File: src/common/dbc_pkg.sv
// package: register map, field positions, reset values and timing counts
package dbc_pkg;
  localparam int ADDR_W = 8;
  localparam int DATA_W = 32;
  localparam int CNT_W = 16;
  localparam int IRQ_W = 4;
  localparam logic [7:0] OFS_CONTROL = 8'h00;
  localparam logic [7:0] OFS_STATUS = 8'h04;
  localparam logic [7:0] OFS_COUNTER = 8'h08;
  localparam logic [7:0] OFS_IRQ_STATUS = 8'h0C;
  localparam logic [7:0] OFS_IRQ_MASK = 8'h10;
  localparam int CTL_HALT_BIT = 7;
  localparam int CTL_PCBRK_BIT = 3;
  localparam int CTL_ZBRK_BIT = 2;
  localparam int CTL_SRST_BIT = 0;
  localparam int ST_IDLE_BIT = 7;
  localparam int ST_HALT_BIT = 6;
  localparam int ST_RPROT_BIT = 5;
  localparam int IRQ_PC_HIT = 0;
  localparam int IRQ_ZERO_HIT = 1;
  localparam int IRQ_BREAK_OP = 2;
  localparam int IRQ_RST_DONE = 3;
  localparam logic [7:0] CONTROL_RST = 8'h00;
  localparam logic [7:0] STATUS_RST = 8'h00;
  localparam logic [15:0] COUNTER_RST = 16'h0000;
  localparam logic [3:0] IRQ_MASK_RST = 4'h0;
  localparam int CLK_PERIOD_NS = 10;
  localparam int POR_TIME_NS = 200;
  localparam int POR_CYCLES = (POR_TIME_NS + CLK_PERIOD_NS - 1) / CLK_PERIOD_NS;
  typedef enum logic [2:0] {
    DBC_SEQ_IDLE = 3'b001,
    DBC_SEQ_HOLD = 3'b010,
    DBC_SEQ_DONE = 3'b100
  } dbc_seq_e;
endpackage : dbc_pkg

File: src/common/dbc_rst_if.sv
// interface: handshake between debugger and device reset sequencer
`timescale 1ns/10ps
interface dbc_rst_if;
  logic start;
  logic busy;
  logic done;
  modport ctl (output start, input busy, input done);
  modport seq (input start, output busy, output done);
endinterface : dbc_rst_if

File: src/rtl/dbc_reset_seq.sv
// module: device reset sequencer that spares the debugger
`timescale 1ns/10ps
module dbc_reset_seq (
  input wire logic clock_in,
  input wire logic rst_in,
  dbc_rst_if.seq rst_if,
  output logic device_reset_out
);
  localparam logic [7:0] LAST = 8'(dbc_pkg::POR_CYCLES - 1);
  dbc_pkg::dbc_seq_e state;
  logic [7:0] cnt;

  // sequence state
  always_ff @(posedge clock_in) begin
    if (rst_in) begin
      state <= dbc_pkg::DBC_SEQ_IDLE;
    end else begin
      unique case (state)
        dbc_pkg::DBC_SEQ_IDLE: begin
          if (rst_if.start) begin
            state <= dbc_pkg::DBC_SEQ_HOLD;
          end
        end
        dbc_pkg::DBC_SEQ_HOLD: begin
          if (cnt == LAST) begin
            state <= dbc_pkg::DBC_SEQ_DONE;
          end
        end
        dbc_pkg::DBC_SEQ_DONE: begin
          state <= dbc_pkg::DBC_SEQ_IDLE;
        end
        default: begin
          state <= dbc_pkg::DBC_SEQ_IDLE;
        end
      endcase
    end
  end

  // hold length counter
  always_ff @(posedge clock_in) begin
    if (rst_in || state != dbc_pkg::DBC_SEQ_HOLD) begin
      cnt <= 8'h00;
    end else begin
      cnt <= cnt + 8'h01;
    end
  end

  // outputs
  always_ff @(posedge clock_in) begin
    if (rst_in) begin
      device_reset_out <= 1'b0;
      rst_if.busy <= 1'b0;
      rst_if.done <= 1'b0;
    end else begin
      device_reset_out <= (state == dbc_pkg::DBC_SEQ_IDLE && rst_if.start) ||
                          (state == dbc_pkg::DBC_SEQ_HOLD && cnt != LAST);
      rst_if.busy <= (state == dbc_pkg::DBC_SEQ_IDLE && rst_if.start) ||
                     state == dbc_pkg::DBC_SEQ_HOLD;
      rst_if.done <= state == dbc_pkg::DBC_SEQ_HOLD && cnt == LAST;
    end
  end
endmodule : dbc_reset_seq

File: src/rtl/dbc_top.sv
// module: debugger breakpoint, counter, reset request and status block
// How it works
// pc break select clear: debug counter counts down as ordinary counter.
// pc break select set: debug counter holds a breakpoint address.
// pc break mode: program counter equal to counter sets halt flag.
// pc break select set: counter holds, no counting while cpu runs.
// zero break enable: counter decrementing to zero sets halt flag.
// zero break enable: counter kept, not cleared, when leaving halt.
// writing one to self reset starts device reset; zero does nothing.
// device reset runs full sequence; debugger state stays untouched.
// self reset bit clears by hardware once reset sequence ends.
// idle status reads halt flag or break opcode since control write.
// halt status reads one while core is in low-power halt.
// read protect status set when option bit is zero; refuses commands. The code refuses only counter writes.
// reserved status and control bits read zero; host writes zero.
// halt flag set stops cpu fetching; cleared lets it resume.
// writes to debug status register are ignored.
//
// Design decisions made here: the APB interface to the registers and the register addresses.
`timescale 1ns/10ps
module dbc_top (
  input wire logic clock_in,
  input wire logic rst_in,
  input wire logic psel_in,
  input wire logic penable_in,
  input wire logic pwrite_in,
  input wire logic [7:0] paddr_in,
  input wire logic [31:0] pwdata_in,
  output logic [31:0] prdata_out,
  output logic pready_out,
  output logic pslverr_out,
  input wire logic [15:0] pc_in,
  input wire logic cpu_step_in,
  input wire logic break_opcode_in,
  input wire logic halt_state_in,
  input wire logic read_protect_option_in,
  output logic debug_halt_flag_out,
  output logic device_reset_out,
  output logic irq_out
);
  localparam int SRST_MAX = dbc_pkg::POR_CYCLES + 4;

  dbc_rst_if rst_if ();

  logic halt_flag;
  logic pc_break_select;
  logic zero_break_enable;
  logic self_reset;
  logic break_seen;
  logic [15:0] counter;
  logic [3:0] irq_status;
  logic [3:0] irq_mask;
  logic [3:0] irq_event;
  logic [7:0] control_val;
  logic [7:0] status_val;
  logic [31:0] next_rdata;
  logic access;
  logic xfer;
  logic hit_ctl;
  logic hit_st;
  logic hit_cnt;
  logic hit_irq_st;
  logic hit_irq_mask;
  logic mapped;
  logic refuse;
  logic wr_en;
  logic wr_ctl;
  logic wr_cnt;
  logic rd_irq;
  logic running;
  logic pc_hit;
  logic cnt_step;
  logic zero_hit;
  logic leave;
  logic srst_req;

  // bus decode
  assign access = psel_in && penable_in;
  assign xfer = access && pready_out;
  assign hit_ctl = paddr_in == dbc_pkg::OFS_CONTROL;
  assign hit_st = paddr_in == dbc_pkg::OFS_STATUS;
  assign hit_cnt = paddr_in == dbc_pkg::OFS_COUNTER;
  assign hit_irq_st = paddr_in == dbc_pkg::OFS_IRQ_STATUS;
  assign hit_irq_mask = paddr_in == dbc_pkg::OFS_IRQ_MASK;
  assign mapped = hit_ctl || hit_st || hit_cnt || hit_irq_st || hit_irq_mask;
  // protected part refuses counter writes
  assign refuse = pwrite_in && hit_cnt && !read_protect_option_in;
  assign wr_en = xfer && pwrite_in && !pslverr_out;
  assign wr_ctl = wr_en && hit_ctl;
  assign wr_cnt = wr_en && hit_cnt;
  assign rd_irq = xfer && !pwrite_in && hit_irq_st;

  // breakpoint and counter events
  assign running = !halt_flag;
  assign pc_hit = pc_break_select && running && pc_in == counter;
  assign cnt_step = !pc_break_select && running && cpu_step_in &&
                    counter != 16'h0000;
  assign zero_hit = zero_break_enable && cnt_step &&
                    counter == 16'h0001;
  assign leave = wr_ctl && halt_flag && !pwdata_in[dbc_pkg::CTL_HALT_BIT];
  assign srst_req = wr_ctl && pwdata_in[dbc_pkg::CTL_SRST_BIT] &&
                    !self_reset;

  assign control_val = {halt_flag, 3'b000, pc_break_select,
                        zero_break_enable, 1'b0, self_reset};
  assign status_val = {halt_flag || break_seen,
                       halt_state_in,
                       !read_protect_option_in,
                       5'b00000};
  assign irq_event = {rst_if.done, break_opcode_in, zero_hit, pc_hit};

  // read mux
  always_comb begin
    next_rdata = 32'h0000_0000;
    if (hit_ctl) begin
      next_rdata = {24'h000000, control_val};
    end else if (hit_st) begin
      next_rdata = {24'h000000, status_val};
    end else if (hit_cnt) begin
      next_rdata = {16'h0000, counter};
    end else if (hit_irq_st) begin
      next_rdata = {28'h0000000, irq_status};
    end else if (hit_irq_mask) begin
      next_rdata = {28'h0000000, irq_mask};
    end
  end

  // apb answer: one wait state
  always_ff @(posedge clock_in) begin
    if (rst_in) begin
      pready_out <= 1'b0;
      pslverr_out <= 1'b0;
      prdata_out <= 32'h0000_0000;
    end else begin
      pready_out <= access && !pready_out;
      if (access && !pready_out) begin
        pslverr_out <= !mapped || refuse;
        prdata_out <= pwrite_in ? 32'h0000_0000 : next_rdata;
      end else begin
        pslverr_out <= 1'b0;
      end
    end
  end

  // halt flag
  always_ff @(posedge clock_in) begin
    if (rst_in) begin
      halt_flag <= dbc_pkg::CONTROL_RST[dbc_pkg::CTL_HALT_BIT];
    end else if (pc_hit || zero_hit) begin
      halt_flag <= 1'b1;
    end else if (wr_ctl) begin
      halt_flag <= pwdata_in[dbc_pkg::CTL_HALT_BIT];
    end
  end
  assign debug_halt_flag_out = halt_flag;

  // break mode selects; status register writes fall through
  always_ff @(posedge clock_in) begin
    if (rst_in) begin
      pc_break_select <= dbc_pkg::CONTROL_RST[dbc_pkg::CTL_PCBRK_BIT];
      zero_break_enable <= dbc_pkg::CONTROL_RST[dbc_pkg::CTL_ZBRK_BIT];
    end else if (wr_ctl) begin
      pc_break_select <= pwdata_in[dbc_pkg::CTL_PCBRK_BIT];
      zero_break_enable <= pwdata_in[dbc_pkg::CTL_ZBRK_BIT];
    end
  end

  // debug counter
  always_ff @(posedge clock_in) begin
    if (rst_in) begin
      counter <= dbc_pkg::COUNTER_RST;
    end else if (wr_cnt) begin
      counter <= pwdata_in[15:0];
    end else if (leave && !zero_break_enable) begin
      counter <= dbc_pkg::COUNTER_RST;
    end else if (cnt_step) begin
      counter <= counter - 16'h0001;
    end
  end

  // self reset request and hardware clear
  always_ff @(posedge clock_in) begin
    if (rst_in) begin
      self_reset <= dbc_pkg::CONTROL_RST[dbc_pkg::CTL_SRST_BIT];
      rst_if.start <= 1'b0;
    end else begin
      rst_if.start <= srst_req;
      if (srst_req) begin
        self_reset <= 1'b1;
      end else if (rst_if.done) begin
        self_reset <= 1'b0;
      end
    end
  end

  // device reset drives the rest of the chip only
  dbc_reset_seq u_seq (
    .clock_in(clock_in),
    .rst_in(rst_in),
    .rst_if(rst_if),
    .device_reset_out(device_reset_out)
  );

  // break opcode seen since last control write
  always_ff @(posedge clock_in) begin
    if (rst_in) begin
      break_seen <= dbc_pkg::STATUS_RST[dbc_pkg::ST_IDLE_BIT];
    end else if (break_opcode_in) begin
      break_seen <= 1'b1;
    end else if (wr_ctl) begin
      break_seen <= 1'b0;
    end
  end

  // interrupt status, cleared by read, set wins
  genvar gi;
  generate
    for (gi = 0; gi < dbc_pkg::IRQ_W; gi++) begin : g_irq
      always_ff @(posedge clock_in) begin
        if (rst_in) begin
          irq_status[gi] <= 1'b0;
        end else if (irq_event[gi]) begin
          irq_status[gi] <= 1'b1;
        end else if (rd_irq) begin
          irq_status[gi] <= 1'b0;
        end
      end
    end
  endgenerate

  // interrupt mask and output
  always_ff @(posedge clock_in) begin
    if (rst_in) begin
      irq_mask <= dbc_pkg::IRQ_MASK_RST;
      irq_out <= 1'b0;
    end else begin
      if (wr_en && hit_irq_mask) begin
        irq_mask <= pwdata_in[3:0];
      end
      irq_out <= |(irq_status & irq_mask);
    end
  end
endmodule : dbc_top

File: config.mk
export PLATFORM = sky130hd
export DESIGN_NAME = dbc_top
export DESIGN_NICKNAME = d
export VERILOG_FILES = /design/src/common/dbc_pkg.sv /design/src/common/dbc_rst_if.sv /design/src/rtl/dbc_reset_seq.sv /design/src/rtl/dbc_top.sv
export SDC_FILE = /design/constraint.sdc
export NUM_CORES = 1
export LEC_CHECK = 0
export BUFFER_PORTS_ARGS = -buffer_cell sky130_fd_sc_hd__buf_4
export CAP_MARGIN = 5
export CORE_AREA = 2 2 113 71
export DETAILED_ROUTE_END_ITERATION = 16
export DIE_AREA = 0 0 115 73
export PLACE_DENSITY = 0.73
export SETUP_SLACK_MARGIN = 0.1
export SLEW_MARGIN = 20
export SYNTH_ARGS = -nofsm -noshare
export SYNTH_HDL_FRONTEND = slang
export SYNTH_SLANG_ARGS = --single-unit
File: constraint.sdc
create_clock -name clock_in -period 5.4 [get_ports clock_in]
set_clock_uncertainty 0.1 [all_clocks]
set_input_delay 1.08 -clock clock_in [delete_from_list [all_inputs] [get_ports clock_in]]
set_output_delay 1.08 -clock clock_in [all_outputs]
set_load 0.02 [all_outputs]
# Yosys cells after proc, flatten, opt, wreduce, memory -nomap -nowiden
# Index checks and enable logic that the tools add are counted.
dict set report totals {
  word_cells 119
  out_inout_bits 37
  ff_bits 78
}
dict set report classes {
  n_mux 23
  add_sub_neg 2
  reduce_logical 59
  n_eq_ne 13
  bitwise_logic 2
}
# cell n
set op_table {}
lappend op_table {{$mux 16} 6}
lappend op_table {{$mux 32} 1}
lappend op_table {{$logic_and 1x1->1} 27}
lappend op_table {{$eq 16x1->1 const B} 1}
lappend op_table {{$eq 16x16->1} 1}
lappend op_table {{$eq 8x4->1 const B} 2}
lappend op_table {{$eq 8x5->1 const B} 2}
lappend op_table {{$reduce_bool 16->1} 1}
lappend op_table {{$sub 16x1->16 const B} 1}
lappend op_table {{$reduce_bool 2->1} 7}
lappend op_table {{$mux 1} 11}
lappend op_table {{$logic_not 1->1} 10}
lappend op_table {{$logic_or 1x1->1} 9}
lappend op_table {{$add 8x1->8 const B} 1}
lappend op_table {{$eq 8x3->1 const B} 1}
lappend op_table {{$logic_not 8->1} 1}
lappend op_table {{$mux 4} 2}
lappend op_table {{$ne 8x5->1 const B} 1}
lappend op_table {{$mux 3} 2}
lappend op_table {{$pmux 3 s2} 1}
lappend op_table {{$and 4x4->4} 1}
lappend op_table {{$ne 2x2->1 const B} 2}
lappend op_table {{$reduce_or 4->1} 1}
lappend op_table {{$eq 3x1->1 const B} 1}
lappend op_table {{other kinds (6)} 6}

# Longest topological paths before layout
# Gate-level depths: netlist of the first run.
dict set report depth {
  word_depth 10
  ltp_mapped 8
}

# By module
# From an unflattened synthesis of the first run, not the netlist that was laid out.
dict set report unflattened {
  cells_unflattened 433
  hier_area_um2 3537.1
}
# module n_inst cells_each area_each_um2 seq_area_each_um2
set modules_own_cells {}
lappend modules_own_cells {dbc_top 1 381 3010.4 980.9}
lappend modules_own_cells {dbc_reset_seq 1 52 526.8 280.3}

# Worst setup path after synthesis of the first run
# No wires, ideal clock.
dict set report synth_path {
  path_kind {input -> register}
  startpoint {input paddr_in[1]}
  endpoint {register counter[13]}
  setup_ns 0.060
  n_path_buf 1
  required_time_ns 5.240
  slack_ns 2.599
  cell_stages 6
  t_arrival_ns 2.641
  cell_sequence {or4_1 -> buf_2 -> or4b_4 -> nor3_2 -> o22a_1 -> o221a_1}
}
dict set report synth_between {
  elab_chain_cells 7
  elab_cells_between_ends 10
  classes_between {eq/ne (1); mux (2); reduce/logical (7)}
}
# element line
set synth_lines {}
lappend synth_lines {{from (decl)} dbc_top.sv:27} ;# input wire logic [7:0] paddr_in,
lappend synth_lines {{$logic_not 8->1} dbc_top.sv:80} ;# assign hit_ctl = paddr_in == dbc_pkg::OFS_CONTROL;
lappend synth_lines {{$logic_and 1x1->1} dbc_top.sv:89} ;# assign wr_ctl = wr_en && hit_ctl;
lappend synth_lines {{$logic_and 1x1->1 (2 in series)} dbc_top.sv:100} ;# assign leave = wr_ctl && halt_flag && !pwdata_in[dbc_pkg::CTL_HALT_BIT];
lappend synth_lines {{$logic_and 1x1->1} dbc_top.sv:174} ;# end else if (leave && !zero_break_enable) begin
lappend synth_lines {{$mux 16} dbc_top.sv:174}
lappend synth_lines {{$mux 16} dbc_top.sv:172} ;# end else if (wr_cnt) begin
lappend synth_lines {{to (signal assigned)} dbc_top.sv:171} ;# counter <= dbc_pkg::COUNTER_RST;
lappend synth_lines {{to (signal assigned)} dbc_top.sv:173} ;# counter <= pwdata_in[15:0];
lappend synth_lines {{to (signal assigned)} dbc_top.sv:175} ;# counter <= dbc_pkg::COUNTER_RST;
lappend synth_lines {{to (decl)} dbc_top.sv:50} ;# logic [15:0] counter;
# Several ways; a longest one is shown, not always the timed one.
# A chain may end at the register's enable or synchronous reset.

# Final worst setup path of the first run
dict set report layout_path {
  startpoint {input paddr_in[1]}
  endpoint {register counter[15]}
}
# The elaborated chain is that of the path after synthesis.

==> out/summary.txt, run 1 <==
Net switching power = 0.000545 W
RR Endpoint = counter[0]
CTS tree = built
Internal power = 0.00109 W
P&R area growth vs syn = 23.3%
Worst Setup Path Type = in2reg
Synthesized area per cell = 8.22 um^2
Dpl cells = 546
Maxcap violations = 0
Post-DP HPWL = 6920 um
Post-CTS setup buffers = 0
Antenna violations before repair = 0
Hold_sp = u_seq.cnt[0]
LEAKAGE = 1.66 nW
Tmin final = 3.30 ns
Global Route Usage Sum = 23.3%
1st-pass router iterations = 5
Initial core utilization = 45.0%
R2R depth = 6
Total CTS buffers = 9
Largest stage delay on the critical path = 0.67 ns
Port buffer count = 69
Clk sinks = 62
N_diodes = 0
Endpoints failing setup = 0
Antenna viol nets, final = 0
Pwr dens = 391 nW/um^2
Worst skew pair latency = 0.34 ns
CTS Hold Bufs = 0
CTS root buffer = clkbuf_16
R2R Setup Slk = 2.75 ns
Switching Fraction = 33.4%
Slew Viols, Final = 0
Core area = 7510 um^2
Post-synth EDFFs = 0
Number of global-route vias before repair = 2,902
Power Total = 0.00163 W
Sequential fraction of the synthesis area = 36.8%
CP required = 5.54 ns
Combinational fraction of design power = 24.5%
RSZ-0062 raised after global routing = false
CP top delay family = simple AND/OR/NAND/NOR gates
Dpl ws = 1.47 ns
Die area = 8400 um^2
HP Class = reg2reg
Peak supply drop = 0.000168 V
CP Data Arrival Time = 3.43 ns
Critical path launch point type = primary input
Final wirelength = 9640 um
Fraction of registers with async set/reset = 0%
IO Pins = 102
Mean routed wirelength per cell = 17.1 um
Yosys warns = 0
Outcome = complete, no violations
Total congestion overflow = 0
Unique cell type count in the Yosys netlist = 58
Die Wd = 115 um
Drt drc = 0
Fin cells = 563
FF+latch count, synth = 62
Layout cell share with drive strength beyond 1 = 20.9%
# resized after CTS = 0
Via density = 5.93
Max_slew headroom = 32.2%
Final Hold Fails = 0
Deepest clock path buffer count = 2
Placer Congestion = 0.903
Final #Nets = 532
Vias = 3,338
Achievable frequency = 303 MHz
Largest net degree at the start of global routing = 48
Initial drt markers = 349
Crit share post-route = 61.0%
Main synth FF type = dfxtp_1
CP Max Fanout = 14
Worst r2r src = counter[1]
Chip height = 73 um
Final worst slack = 2.10 ns
Synth Instances = 411
Post-Synthesis Cell Area = 3380 um^2
WHS Path Cells = 1
Setup TNS = 0 ns
CP endpoint kind = register
Slowest-stage cell, CP = nor4_4
Clock power frac = 39.5%
Power share of the sequential group = 36.0%
First-pass GRT wire length = 15,000 um
WP buf/inv = 2
Worst-margin pin slew = 1.01 ns
Row count = 25
CTS H-tree depth = 3
WHS Endpoint = u_seq.cnt[0]
Crit path cell chain = buf_4 -> nor4_1 -> nand2_1 -> nor4_4 -> buf_6 -> o22ai_1 -> a221oi_1
Reg clk slew, reported paths = 0.06 ns
-- kinds of logic after synthesis --
family	after synthesis	share of synthesized area, %
simple gates	181	28.3
compound gates	82	17.2
flops	62	36.8
buf+inv	50	7.97
xor+xnor	26	6.74
mux	6	1.82
fa+ha+maj	3	1.11
other cells	1	0.111
-- power groups by stage --
stage	Clock, W	Sequential (W)	Combinational [W]
5_1_grt	0.000668	0.000592	0.000437
2_1_floorplan	0	0.000526	0.000352
3_5_place_dp	0	0.000592	0.000387
4_1_cts	0.000644	0.000582	0.000390
3_3_place_gp	0	0.000592	0.000377
6_report	0.000644	0.000587	0.000399
-- flip-flops by register name (all words and copies together) (netlist names), 3 cells and up --
| name | count |
|---|---|
| u_seq.cnt | 8 |
| counter | 16 |
| irq_status | 4 |
| u_seq.state | 3 |
| prdata_out | 16 |
| irq_mask | 4 |
-- cell usage after synthesis (all sizes together) (4+ instances only) --
library cell / instances / area, um^2
a21oi: 22 / 114
a221oi: 6 / 52.6
a22oi: 18 / 135
a311oi: 4 / 35.0
a31oi: 4 / 25.0
and3: 5 / 31.3
buf: 25 / 174
clkbuf: 18 / 68.8
dfxtp: 62 / 1240
inv: 7 / 26.3
mux2i: 5 / 50.1
nand2: 33 / 124
nand3: 12 / 60.1
nand4: 8 / 50.1
nor2: 58 / 218
nor2b: 6 / 37.5
nor3: 22 / 120
nor3b: 4 / 30.0
nor4: 10 / 98.8
o21ai: 6 / 30.0
or4: 4 / 30.0
xnor2: 9 / 78.8
xor2: 17 / 149
-- how the worst max path moves through the flow --
stage	startpoint	endpoint	slack, ns	depth (start not counted)
CTS	paddr_in[1]	counter[0]	1.83	6
finish	paddr_in[1]	counter[15]	2.10	7
global placement	paddr_in[1]	counter[1]	1.67	6
floorplan	paddr_in[1]	counter[13]	2.60	6
global route	paddr_in[1]	counter[11]	2.00	7
detailed placement	paddr_in[1]	counter[0]	1.47	6
-- stage by stage --
step,hold slack (ns),util [%],area (um^2)
after floorplan,0.313,-,3430
after global placement,0.325,51.0,3830
after detailed placement,0.342,51.0,3830
after CTS,0.351,55.3,4150
after global routing,0.370,55.5,4170
final,0.344,55.5,4170
-- routing by layer --
metal	GRT usage [%]	share of wire (%)	routed length (um)
met3	6.64	10	999
met4	7.23	0.75	72
met2	31.0	40	3810
met5	0	0	0
met1	35.7	49	4760
-- placed cells by master (no fill, tap or decap), types with 3 or more instances in the layout --
master / n
or3_1: 3
nand3_1: 12
conb_1: 16
and3_1: 5
inv_6: 3
nand4_1: 8
ha_1: 3
o22a_1: 3
inv_1: 7
nor4_1: 7
a221oi_1: 6
nor2b_1: 6
nor3b_1: 4
xnor2_1: 9
or2_2: 3
a31oi_1: 4
a311oi_1: 4
clkbuf_16: 9
or4_1: 4
nor2_1: 58
buf_4: 69
xor2_1: 17
mux2i_1: 5
nand2_1: 33
a22oi_1: 18
o21ai_0: 6
dfxtp_1: 62
a21oi_1: 21
nor3_1: 20
o211ai_1: 3
-- area by class of cell --
cell class                 instances  area, um^2
timing repair buffer              70         529
clock buffer                       9         225
multi-input combinational        314        1920
inverter                           7        26.3
fill                             703        3340
clock inverter                     7         103
tap                               94         118
sequential                        62        1240
(Power assumes the default switching activity.)
==> run 2, diff against run 1 <==
Settings changed: ABC_AREA from default to 1, CORE_AREA 2 2 113 71 to 2 2 118 74, DIE_AREA 0 0 115 73 to 0 0 120 76, PLACE_DENSITY 0.73 to 0.75.
Clock period 5.4 ns to 2.98 ns, I/O delays scaled along.
==> run 2 against run 1 <==
Core utilization is 0.43 points higher. Global-route usage is 0.99 points higher. Critical path depth increased by 4. Clock power is 66% higher. Hold slack better by 0.0018 ns. Synthesized cell count up 45%. Register-to-register slack worse by 1.8 ns. Clock-buffer cell count up 1. Critical endpoint is now counter[9]. Highest routed layer unchanged.
==> out/summary.txt, run 2 <==
Maxcap violations = 0 (unchanged)
Total CTS buffers = 9 (unchanged)
Synth Area in Adders = 1.01% (-0.10 points)
Yosys warns = 0 (unchanged)
Antenna violations before repair = 0 (unchanged)
CP Data Arrival Time = 2.21 ns (-1.22 ns)
Top post-synthesis cells by count = nand2_1 (183), nor2_1 (92), dfxtp_1 (62), inv_1 (60), nand3_1 (40)
Post-synth EDFFs = 0 (unchanged)
Post-DP HPWL = 8320 um (+20%)
Die area = 9120 um^2 (+8.6%)
# resized after CTS = 0 (unchanged)
Drt drc = 0 (unchanged)
P&R area growth vs syn = 22.5%
CP Max Fanout = 27 (+13)
CTS tree = built
Slowest-stage cell, CP = inv_1
Power Total = 0.00240 W (+47%)
Unique cell type count in the Yosys netlist = 39 (-33%)
Peak supply drop = 0.000313 V (+87%)
Tmin final = 2.08 ns
Core area = 8170 um^2 (+8.8%)
Largest regs = counter x16, prdata_out x16, u_seq.cnt x8
Post-Synthesis Cell Area = 3730 um^2 (+10%)
Worst-margin pin slew = 0.543 ns (-0.470 ns)
Fin cells = 780 (+39%)
First-pass GRT wire length = 17,200 um (+15%)
CTS root buffer = clkbuf_16
Synthesized area per cell = 6.26 um^2 (-24%)
Worst skew pair latency = 0.34 ns (about the same)
Final #Nets = 731 (+37%)
Outcome = complete, no violations
Max_slew headroom = 63.7% (+31 points)
XOR/XNOR Fraction of Synth Area = 1.41% (-5.3 points)
Area of the multi-input gates = 2100 um^2 (+9.3%)
Crit path cell chain = buf_4 -> nor2_1 -> nand2_1 -> inv_1 -> nand2_4 -> inv_4 -> nand2_4 -> nand2_2 -> nor2_1 -> nor2_1 -> nor2_1
CTS H-tree depth = 3 (unchanged)
Final wirelength = 11,000 um (+14%)
Antenna viol nets, final = 0 (unchanged)
Slew Viols, Final = 0 (unchanged)
Initial drt markers = 394 (+13%)
Deepest clock path buffer count = 2 (unchanged)
Top cell type's share of synthesized area = 33.3% (-3.4 points)
Synth area leaders = dfxtp_1 (33%), nand2_1 (18%), nor2_1 (9.3%)
Synth area leader = dfxtp_1
Fraction of registers with async set/reset = 0% (unchanged)
Post-CTS setup buffers = 0 (unchanged)
Die Wd = 120 um (+4.3%)
Largest stage delay on the critical path = 0.30 ns (-0.37 ns)
Sequential fraction of the synthesis area = 33.3% (-3.4 points)
Endpoints failing setup = 0 (unchanged)
Most frequent cells in the layout = nand2_1 (183), nor2_1 (92), buf_4 (71)
Worst Setup Path Type = in2reg
Most common cell after layout, fill and taps aside = nand2_1
CP endpoint kind = register
Final Hold Fails = 0 (unchanged)
Placer Congestion = 0.935 (+3.5%)
Achievable frequency = 482 MHz
LEAKAGE = 2.18 nW (+32%)
Critical path launch point type = primary input
Clk sinks = 62 (unchanged)
Chip height = 76 um (+4.1%)
HP Class = reg2reg
Setup TNS = 0 ns (unchanged)
Initial core utilization = 45.6% (+0.65 points)
Mux contribution to synthesized area = 0% (-1.8 points)
Total congestion overflow = 0 (unchanged)
Dpl cells = 764 (+40%)
Worst path most repeated cell = nor2_1
Pwr dens = 526 nW/um^2 (+35%)
FF+latch count, synth = 62 (unchanged)
R2R depth = 10 (+4)
Via density = 5.15 (-13%)
Synth Instances = 595 (+45%)
Mean routed wirelength per cell = 14.1 um (-18%)
Global Route Usage Sum = 24.3% (+0.99 points)
Simple-gate portion of the synthesized area = 43.5% (+15 points)
1st-pass router iterations = 5 (unchanged)
IO Pins = 102 (unchanged)
CTS Hold Bufs = 0 (unchanged)
Port buffer count = 69 (unchanged)
Vias = 4,018 (+20%)
N_diodes = 0 (unchanged)
Main combinational cell family by area after synthesis = simple AND/OR/NAND/NOR gates
Most common cell in the synthesized netlist = nand2_1
Largest net degree at the start of global routing = 31 (-35%)
Number of global-route vias before repair = 3,421 (+18%)
RSZ-0062 raised after global routing = false
Layout cell share with drive strength beyond 1 = 16.8% (-4.1 points)
Fill count = 793 (+13%)
Reg area = 1240 um^2 (unchanged)
CP required = 3.12 ns (-2.42 ns)
Main synth FF type = dfxtp_1
Reg clk slew, reported paths = 0.05 ns (about the same)
Crit share post-route = 69.7%
Synth Area in Compound Gates = 8.87% (-8.3 points)
Row count = 26 (+4.0%)
WHS Path Cells = 1 (unchanged)
==> run 2: changes by cell type after synthesis, moves of 8 or more <==
cell      previous run  this run
nor2_1              58        92
nand2_1             33       183
xor2_1              17         5
xnor2_1              9         1
a22oi_1             18         0
inv_1                7        60
nand4_1              8        21
clkbuf_1            17         5
nor3_1              20         6
o21ai_0              6        23
a21oi_1             21        33
nand3_1             12        40
==> run 2: per-layer routing <==
metal	track usage, %	wire (um)	share of wire (%)
met1	39.5	5550	50
met2	29.7	4030	37
met4	7.88	136	1.2
met5	0	0	0
met3	6.44	1310	12
==> run 2: cell type report <==
class | instances | area share [%]
Timing Repair Buffer | 71 | 11.7
Multi-Input combinational cell | 454 | 46.0
Tap cell | 112 | 3.07
Clock inverter | 6 | 1.56
Sequential cell | 62 | 27.2
Clock buffer | 10 | 5.02
Inverter | 65 | 5.45
==> run 2: power by group <==
part | total, W | internal (W) | leakage [nW] | switching, W
Combinational | 0.000429 | 0.000159 | 1.54 | 0.000271
Clock | 0.00107 | 0.000653 | 0.139 | 0.000415
Sequential | 0.000906 | 0.000857 | 0.504 | 0.0000495
Total | 0.00240 | 0.00167 | 2.18 | 0.000735
==> run 2: logic make-up (layout without fill, tap and decap cells) <==
logic type | after synthesis | count (layout)
AND/OR/NAND/NOR | 366 | 366
buffers and inverters | 94 | 152
AO/OA/AOI/OAI | 63 | 63
flip-flops | 62 | 62
XOR/XNOR | 6 | 6
adder cells (fa/ha/maj) | 3 | 3
other | 1 | 16
==> run 2: worst max-delay path, delay by kind of cell <==
| kind | cells | cell delay, ns |
|---|---|---|
| buf+inv | 3 | 0.53 |
| simple gates | 8 | 1.06 |
==> run 2: worst paths after layout <==
kind	from	to	slack, ns
min	u_seq.cnt[0]	u_seq.cnt[0]	0.35
max	paddr_in[7]	counter[9]	0.90
min reg2reg	u_seq.cnt[0]	u_seq.cnt[0]	0.35
max reg2reg	counter[1]	counter[7]	0.94
==> run 2: stage by stage <==
step / hold WS [ns] / util (%) / setup slack [ns] / cell area (um^2)
global route: 0.377 / 55.9 / 0.718 / 4570
finish: 0.346 / 55.9 / 0.904 / 4570
CTS: 0.353 / 55.9 / 0.937 / 4570
global placement: 0.331 / 52.2 / 0.618 / 4270
detailed placement: 0.343 / 52.2 / 0.601 / 4270
floorplan: 0.311 / - / 1.24 / 3780
